===== src/rtl/ssf_pkg.sv =====
// package for the serial port status flag block
package ssf_pkg;
  // register byte addresses on the wishbone slave
  localparam logic [7:0] SSF_ADDR_STATUS = 8'h00;
  localparam logic [7:0] SSF_ADDR_CONFIG = 8'h04;
  localparam logic [7:0] SSF_ADDR_IRQST  = 8'h08;
  localparam logic [7:0] SSF_ADDR_IRQMSK = 8'h0C;

  // status field positions
  localparam int SSF_POS_IRQ  = 0;
  localparam int SSF_POS_TXLV = 1;
  localparam int SSF_POS_TRANSMIT_UNDERRUN_FLAG = 4;
  localparam int SSF_POS_TXI  = 5;
  localparam int SSF_POS_RXI  = 6;
  localparam int SSF_POS_RECEIVE_OVERFLOW_FLAG = 7;
  localparam int SSF_POS_RXLV = 8;

  // configuration field positions
  localparam int SSF_POS_TIM    = 0;
  localparam int SSF_POS_RECEIVE_FLUSH = 1;
  localparam int SSF_POS_TRANSMIT_FLUSH = 2;
  localparam int SSF_POS_DMA    = 3;

  // reset values
  localparam logic [15:0] SSF_RST_STATUS = 16'h0000;
  localparam logic [3:0]  SSF_RST_CONFIG = 4'h0;
  localparam logic [3:0]  SSF_RST_IRQ    = 4'h0;

  // fifo level codes
  localparam logic [2:0] SSF_LEVEL_EMPTY = 3'h0;
  localparam logic [2:0] SSF_LEVEL_ONE   = 3'h1;
  localparam logic [2:0] SSF_LEVEL_TWO   = 3'h2;
  localparam logic [2:0] SSF_LEVEL_THREE = 3'h3;
  localparam logic [2:0] SSF_LEVEL_FOUR  = 3'h4;

  // events from the data path of the port
  typedef struct packed {
    logic rxByte;     // a byte is written into the receive fifo
    logic rxThresh;   // configured receive count reached
    logic txThresh;   // configured transmit count reached
    logic txUnderrun; // transmit fifo underran
  } ssf_event_t;

  typedef struct packed {
    logic [2:0] rxLevel;
    logic [2:0] txLevel;
  } ssf_level_t;
endpackage : ssf_pkg


===== src/rtl/ssf_status.sv =====
// status flags, configuration and interrupt logic of the serial port
//
// The address map and the Wishbone register port were chosen for this implementation.
`timescale 1ns/1ps
`default_nettype none

module ssf_status
  import ssf_pkg::*;
(
  input  wire logic        ref_clk,
  input  wire logic        rstn,
  input  wire logic        wb_cyc_i,
  input  wire logic        wb_stb_i,
  input  wire logic        wb_we_i,
  input  wire logic [7:0]  wb_adr_i,
  input  wire logic [3:0]  wb_sel_i,
  input  wire logic [31:0] wb_dat_i,
  output logic      [31:0] wb_dat_o,
  output logic             wb_ack_o,
  output logic             wb_err_o,
  input  wire ssf_event_t  events,
  input  wire ssf_level_t  levels,
  output logic             transferIntMode,
  output logic             receiveFlush,
  output logic             transmitFlush,
  output logic             dmaMode,
  output logic             irq
);

  // registers
  logic [2:0]  rxLevel_r;
  logic [2:0]  txLevel_r;
  logic        ovfFlag_r;
  logic        rxiFlag_r;
  logic        txiFlag_r;
  logic        undFlag_r;
  logic        sumFlag_r;
  logic [3:0]  config_r;
  logic [3:0]  irqStatus_r;
  logic [3:0]  irqMask_r;
  logic        ack_r;
  logic        err_r;
  logic [31:0] rdData_r;

  // next values of the registers
  logic [2:0]  rxLevel_nxt;
  logic [2:0]  txLevel_nxt;
  logic        ovfFlag_nxt;
  logic        rxiFlag_nxt;
  logic        txiFlag_nxt;
  logic        undFlag_nxt;
  logic        sumFlag_nxt;
  logic [3:0]  config_nxt;
  logic [3:0]  irqStatus_nxt;
  logic [3:0]  irqMask_nxt;
  logic        irq_nxt;
  logic        ack_nxt;
  logic        err_nxt;
  logic [31:0] rdData_nxt;

  // bus decode
  logic        busReq;
  logic        selStatus;
  logic        selConfig;
  logic        selIrqSt;
  logic        selIrqMsk;
  logic        hit;
  logic        wrCfg;
  logic        wrIrqSt;
  logic        wrIrqMsk;
  logic        rdStatus;
  logic        rdAny;
  logic [3:0]  irqClear;

  // flag conditions
  logic        setOvf;
  logic        setRxi;
  logic        setTxi;
  logic        setUnd;
  logic        intOvf;
  logic        intUnd;
  logic        setSum;
  logic [3:0]  irqEvt;
  logic [15:0] statusView;

  // one access per request; ack drops the cycle after it is given
  assign busReq    = wb_cyc_i & wb_stb_i & ~wb_ack_o & ~wb_err_o;
  assign selStatus = (wb_adr_i == SSF_ADDR_STATUS);
  assign selConfig = (wb_adr_i == SSF_ADDR_CONFIG);
  assign selIrqSt  = (wb_adr_i == SSF_ADDR_IRQST);
  assign selIrqMsk = (wb_adr_i == SSF_ADDR_IRQMSK);
  assign hit       = selStatus | selConfig | selIrqSt | selIrqMsk;
  // only the low byte lane holds writable bits
  assign wrCfg     = busReq & wb_we_i & wb_sel_i[0] & selConfig;
  assign wrIrqSt   = busReq & wb_we_i & wb_sel_i[0] & selIrqSt;
  assign wrIrqMsk  = busReq & wb_we_i & wb_sel_i[0] & selIrqMsk;
  assign rdStatus  = busReq & ~wb_we_i & selStatus;
  assign rdAny     = busReq & ~wb_we_i;
  assign irqClear  = wrIrqSt ? wb_dat_i[3:0] : 4'h0;

  assign transferIntMode = config_r[SSF_POS_TIM];
  assign receiveFlush    = config_r[SSF_POS_RECEIVE_FLUSH];
  assign transmitFlush   = config_r[SSF_POS_TRANSMIT_FLUSH];
  assign dmaMode         = config_r[SSF_POS_DMA];

  // fill codes beyond four are clipped; the fifo never holds more
  always_comb begin
    rxLevel_nxt = levels.rxLevel;
    if (levels.rxLevel > SSF_LEVEL_FOUR) begin
      rxLevel_nxt = SSF_LEVEL_FOUR;
    end
  end

  always_comb begin
    txLevel_nxt = levels.txLevel;
    if (levels.txLevel > SSF_LEVEL_FOUR) begin
      txLevel_nxt = SSF_LEVEL_FOUR;
    end
  end

  // overflow looks at the level as it stands now, not at the registered copy
  assign setOvf = events.rxByte & (rxLevel_nxt == SSF_LEVEL_FOUR);
  assign setRxi = events.rxThresh & ~transferIntMode & ~dmaMode;
  assign setTxi = events.txThresh & transferIntMode & ~dmaMode;
  assign setUnd = events.txUnderrun;
  // flushes silence the interrupt only; the flag still records the event
  assign intOvf = setOvf & ~receiveFlush;
  assign intUnd = setUnd & ~transmitFlush;
  assign setSum = intOvf | setRxi | setTxi | intUnd;
  assign irqEvt = {intUnd, setTxi, setRxi, intOvf};

  // sticky flags: a set in the cycle of a status read wins over its clear
  always_comb begin
    ovfFlag_nxt = setOvf | (ovfFlag_r & ~rdStatus);
    rxiFlag_nxt = setRxi | (rxiFlag_r & ~rdStatus);
    txiFlag_nxt = setTxi | (txiFlag_r & ~rdStatus);
    undFlag_nxt = setUnd | (undFlag_r & ~rdStatus);
    sumFlag_nxt = setSum | (sumFlag_r & ~rdStatus);
  end

  // levels follow the fifo every cycle; a read never touches them
  always_ff @(posedge ref_clk or negedge rstn) begin
    if (!rstn) begin
      rxLevel_r <= SSF_RST_STATUS[SSF_POS_RXLV +: 3];
      txLevel_r <= SSF_RST_STATUS[SSF_POS_TXLV +: 3];
    end else begin
      rxLevel_r <= rxLevel_nxt;
      txLevel_r <= txLevel_nxt;
    end
  end

  always_ff @(posedge ref_clk or negedge rstn) begin
    if (!rstn) begin
      ovfFlag_r <= SSF_RST_STATUS[SSF_POS_RECEIVE_OVERFLOW_FLAG];
    end else begin
      ovfFlag_r <= ovfFlag_nxt;
    end
  end

  always_ff @(posedge ref_clk or negedge rstn) begin
    if (!rstn) begin
      rxiFlag_r <= SSF_RST_STATUS[SSF_POS_RXI];
    end else begin
      rxiFlag_r <= rxiFlag_nxt;
    end
  end

  always_ff @(posedge ref_clk or negedge rstn) begin
    if (!rstn) begin
      txiFlag_r <= SSF_RST_STATUS[SSF_POS_TXI];
    end else begin
      txiFlag_r <= txiFlag_nxt;
    end
  end

  always_ff @(posedge ref_clk or negedge rstn) begin
    if (!rstn) begin
      undFlag_r <= SSF_RST_STATUS[SSF_POS_TRANSMIT_UNDERRUN_FLAG];
    end else begin
      undFlag_r <= undFlag_nxt;
    end
  end

  always_ff @(posedge ref_clk or negedge rstn) begin
    if (!rstn) begin
      sumFlag_r <= SSF_RST_STATUS[SSF_POS_IRQ];
    end else begin
      sumFlag_r <= sumFlag_nxt;
    end
  end

  // status word as software sees it; bits above the receive level read zero
  always_comb begin
    statusView                    = 16'h0000;
    statusView[SSF_POS_IRQ]       = sumFlag_r;
    statusView[SSF_POS_TXLV +: 3] = txLevel_r;
    statusView[SSF_POS_TRANSMIT_UNDERRUN_FLAG]      = undFlag_r;
    statusView[SSF_POS_TXI]       = txiFlag_r;
    statusView[SSF_POS_RXI]       = rxiFlag_r;
    statusView[SSF_POS_RECEIVE_OVERFLOW_FLAG]      = ovfFlag_r;
    statusView[SSF_POS_RXLV +: 3] = rxLevel_r;
  end

  always_comb begin
    config_nxt = config_r;
    if (wrCfg) begin
      config_nxt = wb_dat_i[3:0];
    end
  end

  always_ff @(posedge ref_clk or negedge rstn) begin
    if (!rstn) begin
      config_r <= SSF_RST_CONFIG;
    end else begin
      config_r <= config_nxt;
    end
  end

  // interrupt status: write one to clear, a new event wins
  always_comb begin
    irqStatus_nxt = irqEvt | (irqStatus_r & ~irqClear);
  end

  always_ff @(posedge ref_clk or negedge rstn) begin
    if (!rstn) begin
      irqStatus_r <= SSF_RST_IRQ;
    end else begin
      irqStatus_r <= irqStatus_nxt;
    end
  end

  always_comb begin
    irqMask_nxt = irqMask_r;
    if (wrIrqMsk) begin
      irqMask_nxt = wb_dat_i[3:0];
    end
  end

  always_ff @(posedge ref_clk or negedge rstn) begin
    if (!rstn) begin
      irqMask_r <= SSF_RST_IRQ;
    end else begin
      irqMask_r <= irqMask_nxt;
    end
  end

  // registered so the pin cannot glitch while status and mask settle
  always_comb begin
    irq_nxt = |(irqStatus_r & irqMask_r);
  end

  always_ff @(posedge ref_clk or negedge rstn) begin
    if (!rstn) begin
      irq <= 1'b0;
    end else begin
      irq <= irq_nxt;
    end
  end

  // a mapped address answers with ack, any other with err, never both
  always_comb begin
    ack_nxt = busReq & hit;
    err_nxt = busReq & ~hit;
  end

  always_ff @(posedge ref_clk or negedge rstn) begin
    if (!rstn) begin
      ack_r <= 1'b0;
    end else begin
      ack_r <= ack_nxt;
    end
  end

  always_ff @(posedge ref_clk or negedge rstn) begin
    if (!rstn) begin
      err_r <= 1'b0;
    end else begin
      err_r <= err_nxt;
    end
  end

  // captured on the taking edge, so a status read returns the pre-clear flags
  always_comb begin
    rdData_nxt = 32'h0000_0000;
    if (rdAny) begin
      unique case (wb_adr_i)
        SSF_ADDR_STATUS: rdData_nxt = {16'h0000, statusView};
        SSF_ADDR_CONFIG: rdData_nxt = {28'h0000000, config_r};
        SSF_ADDR_IRQST:  rdData_nxt = {28'h0000000, irqStatus_r};
        SSF_ADDR_IRQMSK: rdData_nxt = {28'h0000000, irqMask_r};
        default:         rdData_nxt = 32'h0000_0000;
      endcase
    end
  end

  // data stands only with ack; zero otherwise keeps idle cycles harmless
  always_ff @(posedge ref_clk or negedge rstn) begin
    if (!rstn) begin
      rdData_r <= 32'h0000_0000;
    end else begin
      rdData_r <= rdData_nxt;
    end
  end

  assign wb_ack_o = ack_r;
  assign wb_err_o = err_r;
  assign wb_dat_o = rdData_r;

endmodule : ssf_status
`default_nettype wire


===== config.mk =====
export PLATFORM = sky130hd
export DESIGN_NAME = ssf_status
export DESIGN_NICKNAME = d
export VERILOG_FILES = /design/src/rtl/ssf_pkg.sv /design/src/rtl/ssf_status.sv
export SDC_FILE = /design/constraint.sdc
export NUM_CORES = 1
export LEC_CHECK = 0
export ABC_AREA = 1
export BUFFER_PORTS_ARGS = -buffer_cell sky130_fd_sc_hd__buf_2
export CAP_MARGIN = 20
export CORE_MARGIN = 1
export CORE_UTILIZATION = 48
export CTS_BUF_LIST = sky130_fd_sc_hd__clkbuf_16
export DETAILED_ROUTE_END_ITERATION = 6
export PLACE_DENSITY_LB_ADDON = 0.12
export SYNTH_ARGS = -nofsm -noshare
export SYNTH_HDL_FRONTEND = slang
export SYNTH_SLANG_ARGS = --single-unit

===== constraint.sdc =====
create_clock -name ref_clk -period 3.1 [get_ports ref_clk]
set_input_delay 0.62 -clock ref_clk [delete_from_list [all_inputs] [get_ports ref_clk]]
set_output_delay 0.62 -clock ref_clk [all_outputs]
set_load 0.02 [all_outputs]

# Word level (Yosys, flattened, before mapping)
# Cells that the tools add are included.
[totals]
reg_bits = 58
inputBits = 59
out_inout_bits = 39
elab_cells = 75
[classes]
magnitude_cmp = 2
n_eq_ne = 4
mux = 5
n_bitwise = 48
n_reduce_logical = 2
[op_table]
columns = ["op", "n"]
rows = [
  ["11-bit case mux with 4 select lines", 1],
  ["32-bit two-way mux", 1],
  ["1-bit AND", 24],
  ["8-bit by 4-bit == test with 1-bit output, second input constant", 2],
  ["1-bit OR", 11],
  ["1-bit inverter", 9],
  ["4-bit AND", 2],
  ["8-bit by 3-bit == test with 1-bit output, second input constant", 1],
  ["8-bit logical NOT", 1],
  ["3-bit > comparator, second input constant", 2],
  ["3-bit two-way mux", 2],
  ["4-bit two-way mux", 1],
  ["4-bit inverter", 1],
  ["4-bit OR", 1],
  ["4-bit OR reduction", 1],
  ["3-bit == test, second input constant", 1],
]

# Logic depth before layout (Yosys ltp)
# Gate-level depths: netlist of run 1.
[depth]
ltp_word = 10
ltp_mapped = 8
depth_no_buf = 8

# Least setup slack after synthesis of run 1
# Ideal clock, no wire load.
[synth_timing]
path_kind = "input to register"
from = "input wb_adr_i[7]"
to = "register txiFlag_r"
setup_time_ps = 120
t_arrival_ps = 1316
t_required_ps = 2980
slack_ps = 1664
stages = 7
path_buffers = 1
path_cell_list = "nor2_2 -> nand2_4 -> nor2_4 -> nand2_2 -> buf_6 -> nand2_1 -> nand2_1"
[synth_between]
elab_chain_len = 5
[synth_rtl]
columns = ["element", "line_no", "rtl"]
rows = [
  ["start: declaration", "ssf_status.sv:15", "input wire logic [7:0] wb_adr_i,"],
  ["8-bit logical NOT", "ssf_status.sv:88", "assign selStatus = (wb_adr_i == SSF_ADDR_STATUS);"],
  ["1-bit AND", "ssf_status.sv:97", "assign rdStatus = busReq & ~wb_we_i & selStatus;"],
  ["1-bit inverter", "ssf_status.sv:136", "txiFlag_nxt = setTxi | (txiFlag_r & ~rdStatus);"],
  ["1-bit AND", "ssf_status.sv:136", ""],
  ["1-bit OR", "ssf_status.sv:136", ""],
  ["via txiFlag_nxt", "ssf_status.sv:50", "logic txiFlag_nxt;"],
  ["end signal: assignment", "ssf_status.sv:170", "txiFlag_r <= SSF_RST_STATUS[SSF_POS_TXI];"],
  ["end signal: assignment", "ssf_status.sv:172", "txiFlag_r <= txiFlag_nxt;"],
  ["end: declaration", "ssf_status.sv:35", "logic txiFlag_r;"],
]
# The timed path passes the listed nets, and every way through them passes these cells.
# A chain may end at the register's enable or synchronous reset.

# Worst setup path after layout of run 1
[layout_timing]
from = "register config_r[0]"
to = "output transferIntMode"
[layout_rtl]
columns = ["element", "line_no", "rtl"]
rows = [
  ["start: declaration", "ssf_status.sv:38", "logic [3:0] config_r;"],
  ["start signal: assignment", "ssf_status.sv:215", "config_r <= config_nxt;"],
  ["end: declaration", "ssf_status.sv:23", "output logic transferIntMode,"],
]
# No word-level cell between the ends.

==> results.sh, run 1 <==
export IMPL_firstDrtPassIters=4
export IMPL_place_ws_ps=1319
export IMPL_crit_chain="buf_2"
export IMPL_leakage_nw=1.224
export IMPL_area_growth_pct=18.39
export IMPL_gp_congestion=0.9217
export IMPL_setup_viol=0
export IMPL_wl_um=3255
export IMPL_vias=1399
export IMPL_layout_drive_gt1_share=0.2890
export IMPL_clock_sinks=37
export IMPL_ir_drop_v=0.0003098
export IMPL_use_met1=0.2444
export IMPL_drt_antenna_violating_nets=0
export IMPL_ys_ff_latch=37
export IMPL_final_common_cell="nand2_1"
export IMPL_antenna_cells=0
export IMPL_tightest_slew_ps=778.8
export IMPL_netlist_area_um2=1823
export IMPL_crit_fanout=5
export IMPL_holdBufCountCts=0
export IMPL_final_area_um2=2158
export IMPL_grt_pass1_wl_um=5499
export IMPL_dieArea_um2=4048
export IMPL_yosysSeqAreaShare=0.5079
export IMPL_cp_start_kind="register"
export IMPL_power_density_nw_per_um2=525.2
export IMPL_grt_max_degree=38
export IMPL_path_class="reg -> out"
export IMPL_cp_data_required_time_ps=2480
export IMPL_clk_pin_slew_ps=50
export IMPL_clkLatencyLatePin_ps=280
export IMPL_htree_levels=2
export IMPL_drcViolationCount=0
export IMPL_die_h_um=63.63
export IMPL_cts_resized=0
export IMPL_die_x_um=63.63
export IMPL_hpwl_um=2399
export IMPL_numPortBuffers=45
export IMPL_critPathBufInv=1
export IMPL_detail_route_vias_per_cell=4.498
export IMPL_use_met3=0.05616
export IMPL_total_power_mw=1.134
export IMPL_max_cap_violations=0
export IMPL_busiest_layer="met2"
export IMPL_cts_setup_buffers=0
export IMPL_grt_total_usage=0.1823
export IMPL_cp_slowest_cell="dfrtp_1"
export IMPL_hold_viol=0
export IMPL_relSlewSlack=0.4808
export IMPL_io_pins=98
export IMPL_finish_utilization=0.5895
export IMPL_worst_path_largest_cell_delay_ps=430
export IMPL_layout_common_cells="49 x nand2_1, 45 x buf_2, 37 x dfrtp_1"
export IMPL_status="finished clean"
export IMPL_yosysUniqueCellTypes=23
export IMPL_grt_pass1_vias=1244
export IMPL_fin_crit_sh=0.4929
export IMPL_rsz0062_at_grt="false"
export IMPL_rows=22
export IMPL_fin_skew_ps=4.091
export IMPL_crit_family="flip-flops"
export IMPL_cts_root_buf="clkbuf_16"
export IMPL_fin_ws_ps=1572
export IMPL_fill_cells=350
export IMPL_cts_buffers=5
export IMPL_wl_per_cell_um=10.47
export IMPL_antenna_found_initial=0
export IMPL_synth_area_per_cell_um2=8.479
export IMPL_slew_viol_final=0
export IMPL_post_route_min_period_ps=1528
export IMPL_clock_path_buffers=2
export IMPL_core_area_um2=3661
export IMPL_start_util=0.4979
export IMPL_max_freq_mhz=654.5
export IMPL_endpoint_kind="output port"
export IMPL_holdCritPathClass="in -> async"
export IMPL_placed_area_um2=1996
export IMPL_regArea_um2=925.9
export IMPL_syn_inst=215
export IMPL_grt_met2_usage=0.2660
export IMPL_grt_ovfl_total=0
export IMPL_nets=321
export IMPL_timing_setup_tns_ps=0
export IMPL_yosysWarnings=0
export IMPL_multi_input_area_um2=694.4
export IMPL_cts_tree="built"
export IMPL_critical_path_arrival_ps=910
export IMPL_drt_iter0_drc=46
path summary, 6_finish.rpt:
kind / start / to / slack, ps / depth (start not counted)
max reg2reg: wb_ack_o$_DFF_PN0_ / sumFlag_r$_DFF_PN0_ / 1750 / 5
max in group asynchronous: rstn / txLevel_r[0]$_DFF_PN0_ / 2190 / 1
min in group ref_clk: levels[2] / txLevel_r[2]$_DFF_PN0_ / 470 / 1
min reg2reg: ovfFlag_r$_DFF_PN0_ / ovfFlag_r$_DFF_PN0_ / 470 / 2
min: rstn / wb_err_o$_DFF_PN0_ / 420 / 1
max: config_r[0]$_DFFE_PN0P_ / transferIntMode / 1570 / 1
area by class of cell:
| cell class | count | share of cell area |
|---|---|---|
| Sequential cell | 37 | 0.4290 |
| Multi-Input combinational cell | 149 | 0.3217 |
| Timing Repair Buffer | 45 | 0.1043 |
| Clock buffer | 5 | 0.05797 |
| Inverter | 24 | 0.04174 |
| Tap cell | 48 | 0.02783 |
| Clock inverter | 3 | 0.01739 |
through the flow:
| step | hold WS, ps | std cells |
|---|---|---|
| 5_1_grt | 465.7 | 311 |
| 4_1_cts | 454.6 | 311 |
| 2_1_floorplan | 324.4 | 235 |
| 6_report | 424.0 | 311 |
| 3_3_place_gp | 456.8 | 303 |
| 3_5_place_dp | 459.0 | 303 |
power breakdown:
part           leakage [nW]  switching (mW)  internal, mW
clock network        0.0826           0.177         0.373
logic                 0.672          0.0639        0.0239
registers             0.469         0.00388         0.492
per-layer routing:
layer / part of all wire / routed length (um) / vias up
li1: - / - / 710
met1: 0.48 / 1559 / 636
met2: 0.45 / 1459 / 46
met3: 0.053 / 173 / 7
met4: 0.019 / 61 / 0
met5: 0 / 0 / -
cells in the mapped netlist:
cell type | number | area (um2)
o21ai_1 | 1 | 5.000
a21o_1 | 1 | 7.510
or2_2 | 1 | 6.260
o21ai_0 | 7 | 35.03
inv_1 | 22 | 82.58
nor2_1 | 23 | 86.33
nand2_2 | 5 | 31.28
buf_6 | 2 | 22.52
o21a_1 | 2 | 15.01
inv_2 | 2 | 7.510
dfrtp_1 | 37 | 925.9
nor2_4 | 3 | 33.78
nand2_1 | 49 | 183.9
conb_1 | 1 | 3.750
nand2_4 | 1 | 11.26
a21oi_1 | 1 | 5.000
clkbuf_1 | 2 | 7.510
buf_4 | 21 | 157.7
nand3b_1 | 1 | 7.510
nor2_2 | 12 | 75.07
nand4_1 | 2 | 12.51
nand3_2 | 1 | 10.01
nand3_1 | 18 | 90.09
flip-flops by register name, indices dropped and copies added, names as in the netlist:
register,flops
wb_dat_o,11
config_r,4
irqMask_r,4
irqStatus_r,4
rxLevel_r,3
txLevel_r,3
irq,1
ovfFlag_r,1
rxiFlag_r,1
sumFlag_r,1
txiFlag_r,1
undFlag_r,1
wb_ack_o,1
wb_err_o,1
logic make-up after synthesis:
kind of cell | Yosys count | share of synthesized area
DFF | 37 | 0.5079
and+or+nand+nor | 116 | 0.3006
buffers and inverters | 49 | 0.1524
other | 1 | 0.002057
AOI/OAI and AO/OA | 12 | 0.03705
No activity file was read; power rests on OpenSTA's default activity.
==> run 2, diff against run 1 <==
Settings changed: ABC_AREA 1 to 0, CORE_UTILIZATION 48 to 39.
Clock period 3.1 ns to 1.27 ns, I/O delays scaled along.
==> results.sh, run 2 <==
export IMPL_critPathBufInv=0
export IMPL_wl_um=3287
export IMPL_start_util=0.4135
export IMPL_drcViolationCount=0
export IMPL_grt_total_usage=0.1668
export IMPL_fin_cells=236
export IMPL_worst_path_largest_cell_delay_ps=410
export IMPL_drt_iter0_drc=37
export IMPL_ir_drop_v=0.0006681
export IMPL_cts_buffers=5
export IMPL_crit_family="simple AND/OR/NAND/NOR gates"
export IMPL_clock_sinks=37
export IMPL_grt_pass1_wl_um=5230
export IMPL_synth_top_area_share=0.5518
export IMPL_clkLatencyLatePin_ps=280
export IMPL_fin_crit_sh=1.086
export IMPL_gp_congestion=0.8014
export IMPL_core_area_um2=4058
export IMPL_nets=245
export IMPL_setup_viol=14
export IMPL_cp_start_kind="register"
export IMPL_hold_viol=0
export IMPL_cp_slowest_cell="and4bb_4"
export IMPL_fin_ws_ps=-109.1
export IMPL_ys_top_cells_by_area="dfrtp_1 55%, buf_4 9.4%, mux4_2 5.4%"
export IMPL_cts_setup_buffers=0
export IMPL_max_cap_violations=0
export IMPL_netlist_area_um2=1678
export IMPL_cp_data_required_time_ps=1430
export IMPL_yosysSeqAreaShare=0.5518
export IMPL_die_h_um=67.59
export IMPL_wl_per_cell_um=13.93
export IMPL_cts_tree="built"
export IMPL_crit_fanout=7
export IMPL_max_freq_mhz=725.1
export IMPL_fill_cells=358
export IMPL_grt_max_degree=23
export IMPL_htree_levels=2
export IMPL_area_growth_pct=26.62
export IMPL_final_common_cell="buf_2"
export IMPL_slew_viol_final=0
export IMPL_cts_root_buf="clkbuf_16"
export IMPL_synth_most_common_cell="dfrtp_1"
export IMPL_syn_inst=131
export IMPL_grt_ovfl_total=0
export IMPL_power_density_nw_per_um2=1209
export IMPL_numPortBuffers=45
export IMPL_rows=23
export IMPL_dieArea_um2=4568
export IMPL_synth_top_cell_by_area="dfrtp_1"
export IMPL_clk_pin_slew_ps=50
export IMPL_critical_path_arrival_ps=1540
export IMPL_hold_slack_ps=112.7
export IMPL_detail_route_vias_per_cell=4.661
export IMPL_post_route_min_period_ps=1379
export IMPL_path_class="reg -> reg"
export IMPL_crit_chain="and4bb_4, nand4_4, mux2_4"
export IMPL_violations="setup timing"
export IMPL_timing_setup_tns_ps=-802.2
export IMPL_layout_drive_gt1_share=0.4301
export IMPL_leakage_nw=1.116
export IMPL_io_pins=98
export IMPL_layout_common_cells="45 x buf_2, 37 x dfrtp_1, 21 x conb_1"
export IMPL_antenna_cells=0
export IMPL_antenna_found_initial=0
export IMPL_dp_cells=228
export IMPL_holdCritPathClass="in -> reg"
export IMPL_hpwl_um=2520
export IMPL_rsz0062_at_grt="true"
export IMPL_synth_flop_cell="dfrtp_1"
export IMPL_largest_reg_flops=11
export IMPL_vias=1100
export IMPL_yosysWarnings=0
export IMPL_fin_skew_ps=2.453
export IMPL_multi_input_area_um2=691.9
export IMPL_status="complete, but fails checks"
export IMPL_synth_area_per_cell_um2=12.81
export IMPL_synthTopCellsByCount="37 x dfrtp_1, 21 x buf_4, 8 x nor2b_1"
export IMPL_synth_edf_count=0
export IMPL_clock_path_buffers=2
export IMPL_endpoint_kind="register"
export IMPL_async_flop_share=1.000
export IMPL_ys_ff_latch=37
export IMPL_drt_antenna_violating_nets=0
export IMPL_regArea_um2=925.9
export IMPL_grt_pass1_vias=1089
export IMPL_firstDrtPassIters=4
export IMPL_yosysUniqueCellTypes=32
export IMPL_total_power_mw=2.569
export IMPL_die_x_um=67.59
-- run 2: changes by cell type in the layout (fill, tap and decap cells not counted), moves of 8 or more --
| cell | delta |
|---|---|
| nor2_2 | -12 |
| nand3_1 | -18 |
| nor2_1 | -18 |
| nand2_1 | -48 |
| inv_1 | -19 |
| nor2b_1 | +8 |
-- run 2: worst paths after layout --
path | startpoint | end | slack, ps | cells after the start
worst max-delay path | wb_ack_o$_DFF_PN0_ | irqMask_r[1]$_DFFE_PN0P_ | -110 | 3
worst min-delay path | levels[2] | txLevel_r[2]$_DFF_PN0_ | 110 | 1
worst max register to register | wb_ack_o$_DFF_PN0_ | irqMask_r[1]$_DFFE_PN0P_ | -110 | 3
worst min register to register | rxLevel_r[1]$_DFF_PN0_ | wb_dat_o[9]$_DFF_PN0_ | 450 | 1
max in group asynchronous | rstn | irqMask_r[2]$_DFFE_PN0P_ | 400 | 3
min in group asynchronous | rstn | wb_dat_o[7]$_DFF_PN0_ | 430 | 2
-- run 2: area by class of cell --
class,instances,share of cell area
clock buffers,5,0.05889
clock inverters,2,0.003534
inverters,3,0.005300
multi-input cells,86,0.3257
flip-flops and latches,37,0.4358
well taps,50,0.02945
repair buffers,53,0.1413
-- run 2: kinds of logic (layout without fill, tap and decap cells) --
logic type             after synthesis  in the layout  synth area share
AOI/OAI and AO/OA                   12             12           0.04772
buffers and inverters               28             63            0.1111
DFF                                 37             37            0.5518
muxes                               12             12            0.1074
other                                1             21          0.002235
and+or+nand+nor                     41             41            0.1797
-- run 2: routing by layer --
| metal | GRT usage | up-vias | routed length [um] |
|---|---|---|---|
| li1 | - | 526 | - |
| met1 | 0.1870 | 520 | 1312 |
| met2 | 0.2809 | 48 | 1676 |
| met3 | 0.06250 | 6 | 245 |
| met4 | 0.07181 | 0 | 52 |
| met5 | 0 | - | 0 |
-- run 2: power by group --
| part | switching [mW] | leakage (nW) | internal, mW |
|---|---|---|---|
| Clock | 0.421 | 0.0685 | 0.700 |
| Combinational | 0.151 | 0.577 | 0.0890 |
| Sequential | 0.00867 | 0.470 | 1.20 |
| Total | 0.580 | 1.12 | 1.99 |
-- run 2: timing repair --
item	4_1_cts	5_1_grt
gates cloned	0	0
gates resized for setup	2	5
hold buffers	1	0
hold endpoints to repair	15	0
pin swaps	5	2
setup endpoints to repair	18	29
-- run 2: metrics by stage --
stage                     utilization  setup WS, ps  area (um2)
after global placement         0.4792        -194.9        1944
after detailed placement       0.4792        -229.2        1944
final                          0.5236        -109.1        2125
after floorplan                     -        -151.9        1767
after CTS                      0.5174        -120.6        2100
after global routing           0.5236        -153.7        2125
==> run 3, diff against run 2 <==
Settings changed: CORE_ASPECT_RATIO from default to 1.5.
==> results.sh, run 3 (synthesis gave the netlist of run 2 again) <==
export IMPL_final_common_cell="buf_2"
export IMPL_power_density_nw_per_um2=1388
export IMPL_htree_levels=2
export IMPL_fin_ws_ps=-97.93
export IMPL_drt_antenna_violating_nets=0
export IMPL_firstDrtPassIters=4
export IMPL_top_layer="met4"
export IMPL_largest_reg_flops=11
export IMPL_numPortBuffers=45
export IMPL_min_from="levels[2]"
export IMPL_fill_cells=355
export IMPL_met3_length_um=186
export IMPL_fin_skew_ps=5.405
export IMPL_die_h_um=82.33
export IMPL_cp_start_kind="register"
export IMPL_slew_viol_final=0
export IMPL_rsz0062_at_grt="true"
export IMPL_grt_ovfl_total=0
export IMPL_endpoint_kind="register"
export IMPL_clock_sinks=37
export IMPL_gp_congestion=0.8308
export IMPL_place_ws_ps=-222.6
export IMPL_grt_pass1_vias=1076
export IMPL_met1_length_um=1255
export IMPL_setup_viol=21
export IMPL_cts_buffers=5
export IMPL_io_pins=98
export IMPL_cts_root_buf="clkbuf_16"
export IMPL_status="complete, but fails checks"
export IMPL_holdCritPathClass="in -> reg"
export IMPL_clk_pin_slew_ps=60
export IMPL_layout_drive_gt1_share=0.4550
export IMPL_drt_iter0_drc=13
export IMPL_antenna_found_initial=0
export IMPL_ir_drop_v=0.0009462
export IMPL_core_area_um2=4029
export IMPL_dr_wl_met2_um=1739
export IMPL_dp_cells=225
export IMPL_r2r_end="irqMask_r[1]$_DFFE_PN0P_"
export IMPL_hold_viol=0
export IMPL_wl_per_cell_um=13.81
export IMPL_grt_total_usage=0.1535
export IMPL_leakage_nw=1.151
export IMPL_layout_common_cells="45 x buf_2, 36 x dfrtp_1, 21 x conb_1"
export IMPL_cts_tree="built"
export IMPL_cp_data_required_time_ps=1430
export IMPL_critical_path_arrival_ps=1530
export IMPL_post_route_min_period_ps=1368
export IMPL_regArea_um2=927.1
export IMPL_grt_pass1_wl_um=5168
export IMPL_max_freq_mhz=731.0
export IMPL_fin_crit_sh=1.077
export IMPL_rrSetupSlack_ps=-100
export IMPL_r2r_start="wb_err_o$_DFF_PN0_"
export IMPL_hpwl_um=2469
export IMPL_nets=247
export IMPL_dieArea_um2=4574
export IMPL_final_area_um2=2187
export IMPL_detail_route_vias_per_cell=4.744
export IMPL_endpoint="irqMask_r[1]$_DFFE_PN0P_"
export IMPL_fin_cells=234
export IMPL_vias=1110
export IMPL_wl_um=3232
export IMPL_grt_max_degree=21
export IMPL_max_cap_violations=0
export IMPL_drcViolationCount=0
export IMPL_finish_utilization=0.5429
export IMPL_path_class="reg -> reg"
export IMPL_reg2reg_depth=3
export IMPL_multi_input_area_um2=686.9
export IMPL_placed_area_um2=1953
export IMPL_die_x_um=55.56
export IMPL_clock_path_buffers=2
export IMPL_area_growth_pct=30.35
export IMPL_violations="setup timing"
export IMPL_clkLatencyLatePin_ps=280
export IMPL_antenna_cells=0
export IMPL_start_util=0.4165
export IMPL_rows=28
export IMPL_startpoint="wb_err_o$_DFF_PN0_"
export IMPL_crit_fanout=7
[run 3: changes by cell type in the layout (fill, tap and decap cells not counted), moves of 2 or more]
cell	previous run	this run
bufinv_16	0	2
nor3b_2	4	1
nor3b_1	1	4
buf_4	6	8
and2_4	0	2
and2_1	7	5
[run 3: metrics by stage]
step                      hold slack (ps)  setup TNS (ps)  power (mW)
after floorplan                    -41.59           -1402       1.403
after detailed placement            212.4           -2436       1.461
after global routing                106.5           -2710       3.131
after global placement              199.5           -2068       1.456
after CTS                           108.6           -1259       3.051
final                               111.5           -1059       3.035
[run 3: worst min-delay path by stage]
stage	slack, ps	depth (start not counted)	to
floorplan	-40	0	config_r[0]$_DFFE_PN0P_
global placement	200	1	wb_dat_o[9]$_DFF_PN0_
detailed placement	210	1	wb_dat_o[9]$_DFF_PN0_
CTS	110	1	txLevel_r[2]$_DFF_PN0_
global route	110	1	txLevel_r[2]$_DFF_PN0_
finish	110	1	txLevel_r[2]$_DFF_PN0_
[run 3: cell type report]
class,count,share of cell area
repair buffers,55,0.1442
flip-flops and latches,37,0.4239
well taps,45,0.02574
clock inverters,3,0.02975
multi-input cells,86,0.3141
inverters,3,0.005149
clock buffers,5,0.05721
[run 3: power by group]
part	total (mW)	internal [mW]	leakage [nW]	switching [mW]
Combinational	0.239	0.0909	0.589	0.148
Sequential	1.21	1.20	0.468	0.00880
Clock	1.59	1.12	0.0938	0.468
Total	3.04	2.41	1.15	0.625
[run 3: critical path, cell delays in order (launching register included)]
cell and delay [ps]:
dfrtp_1 370, and4bb_4 410, nand4_4 140, mux2_4 320
[run 3: per-layer routing]
layer  GRT usage  vias to the layer above
met5           0                        -
met4     0.08250                        0
met3     0.04673                        4
met2      0.2675                       45
met1      0.1692                      533
li1            -                      528
[run 3: timing repair]
item,in CTS,in global routing
pin swaps,5,0
endpoints found under the hold margin,17,0
setup endpoints to repair,19,29
gates resized for setup,2,6
buffers inserted,0,0
hold buffers,1,0
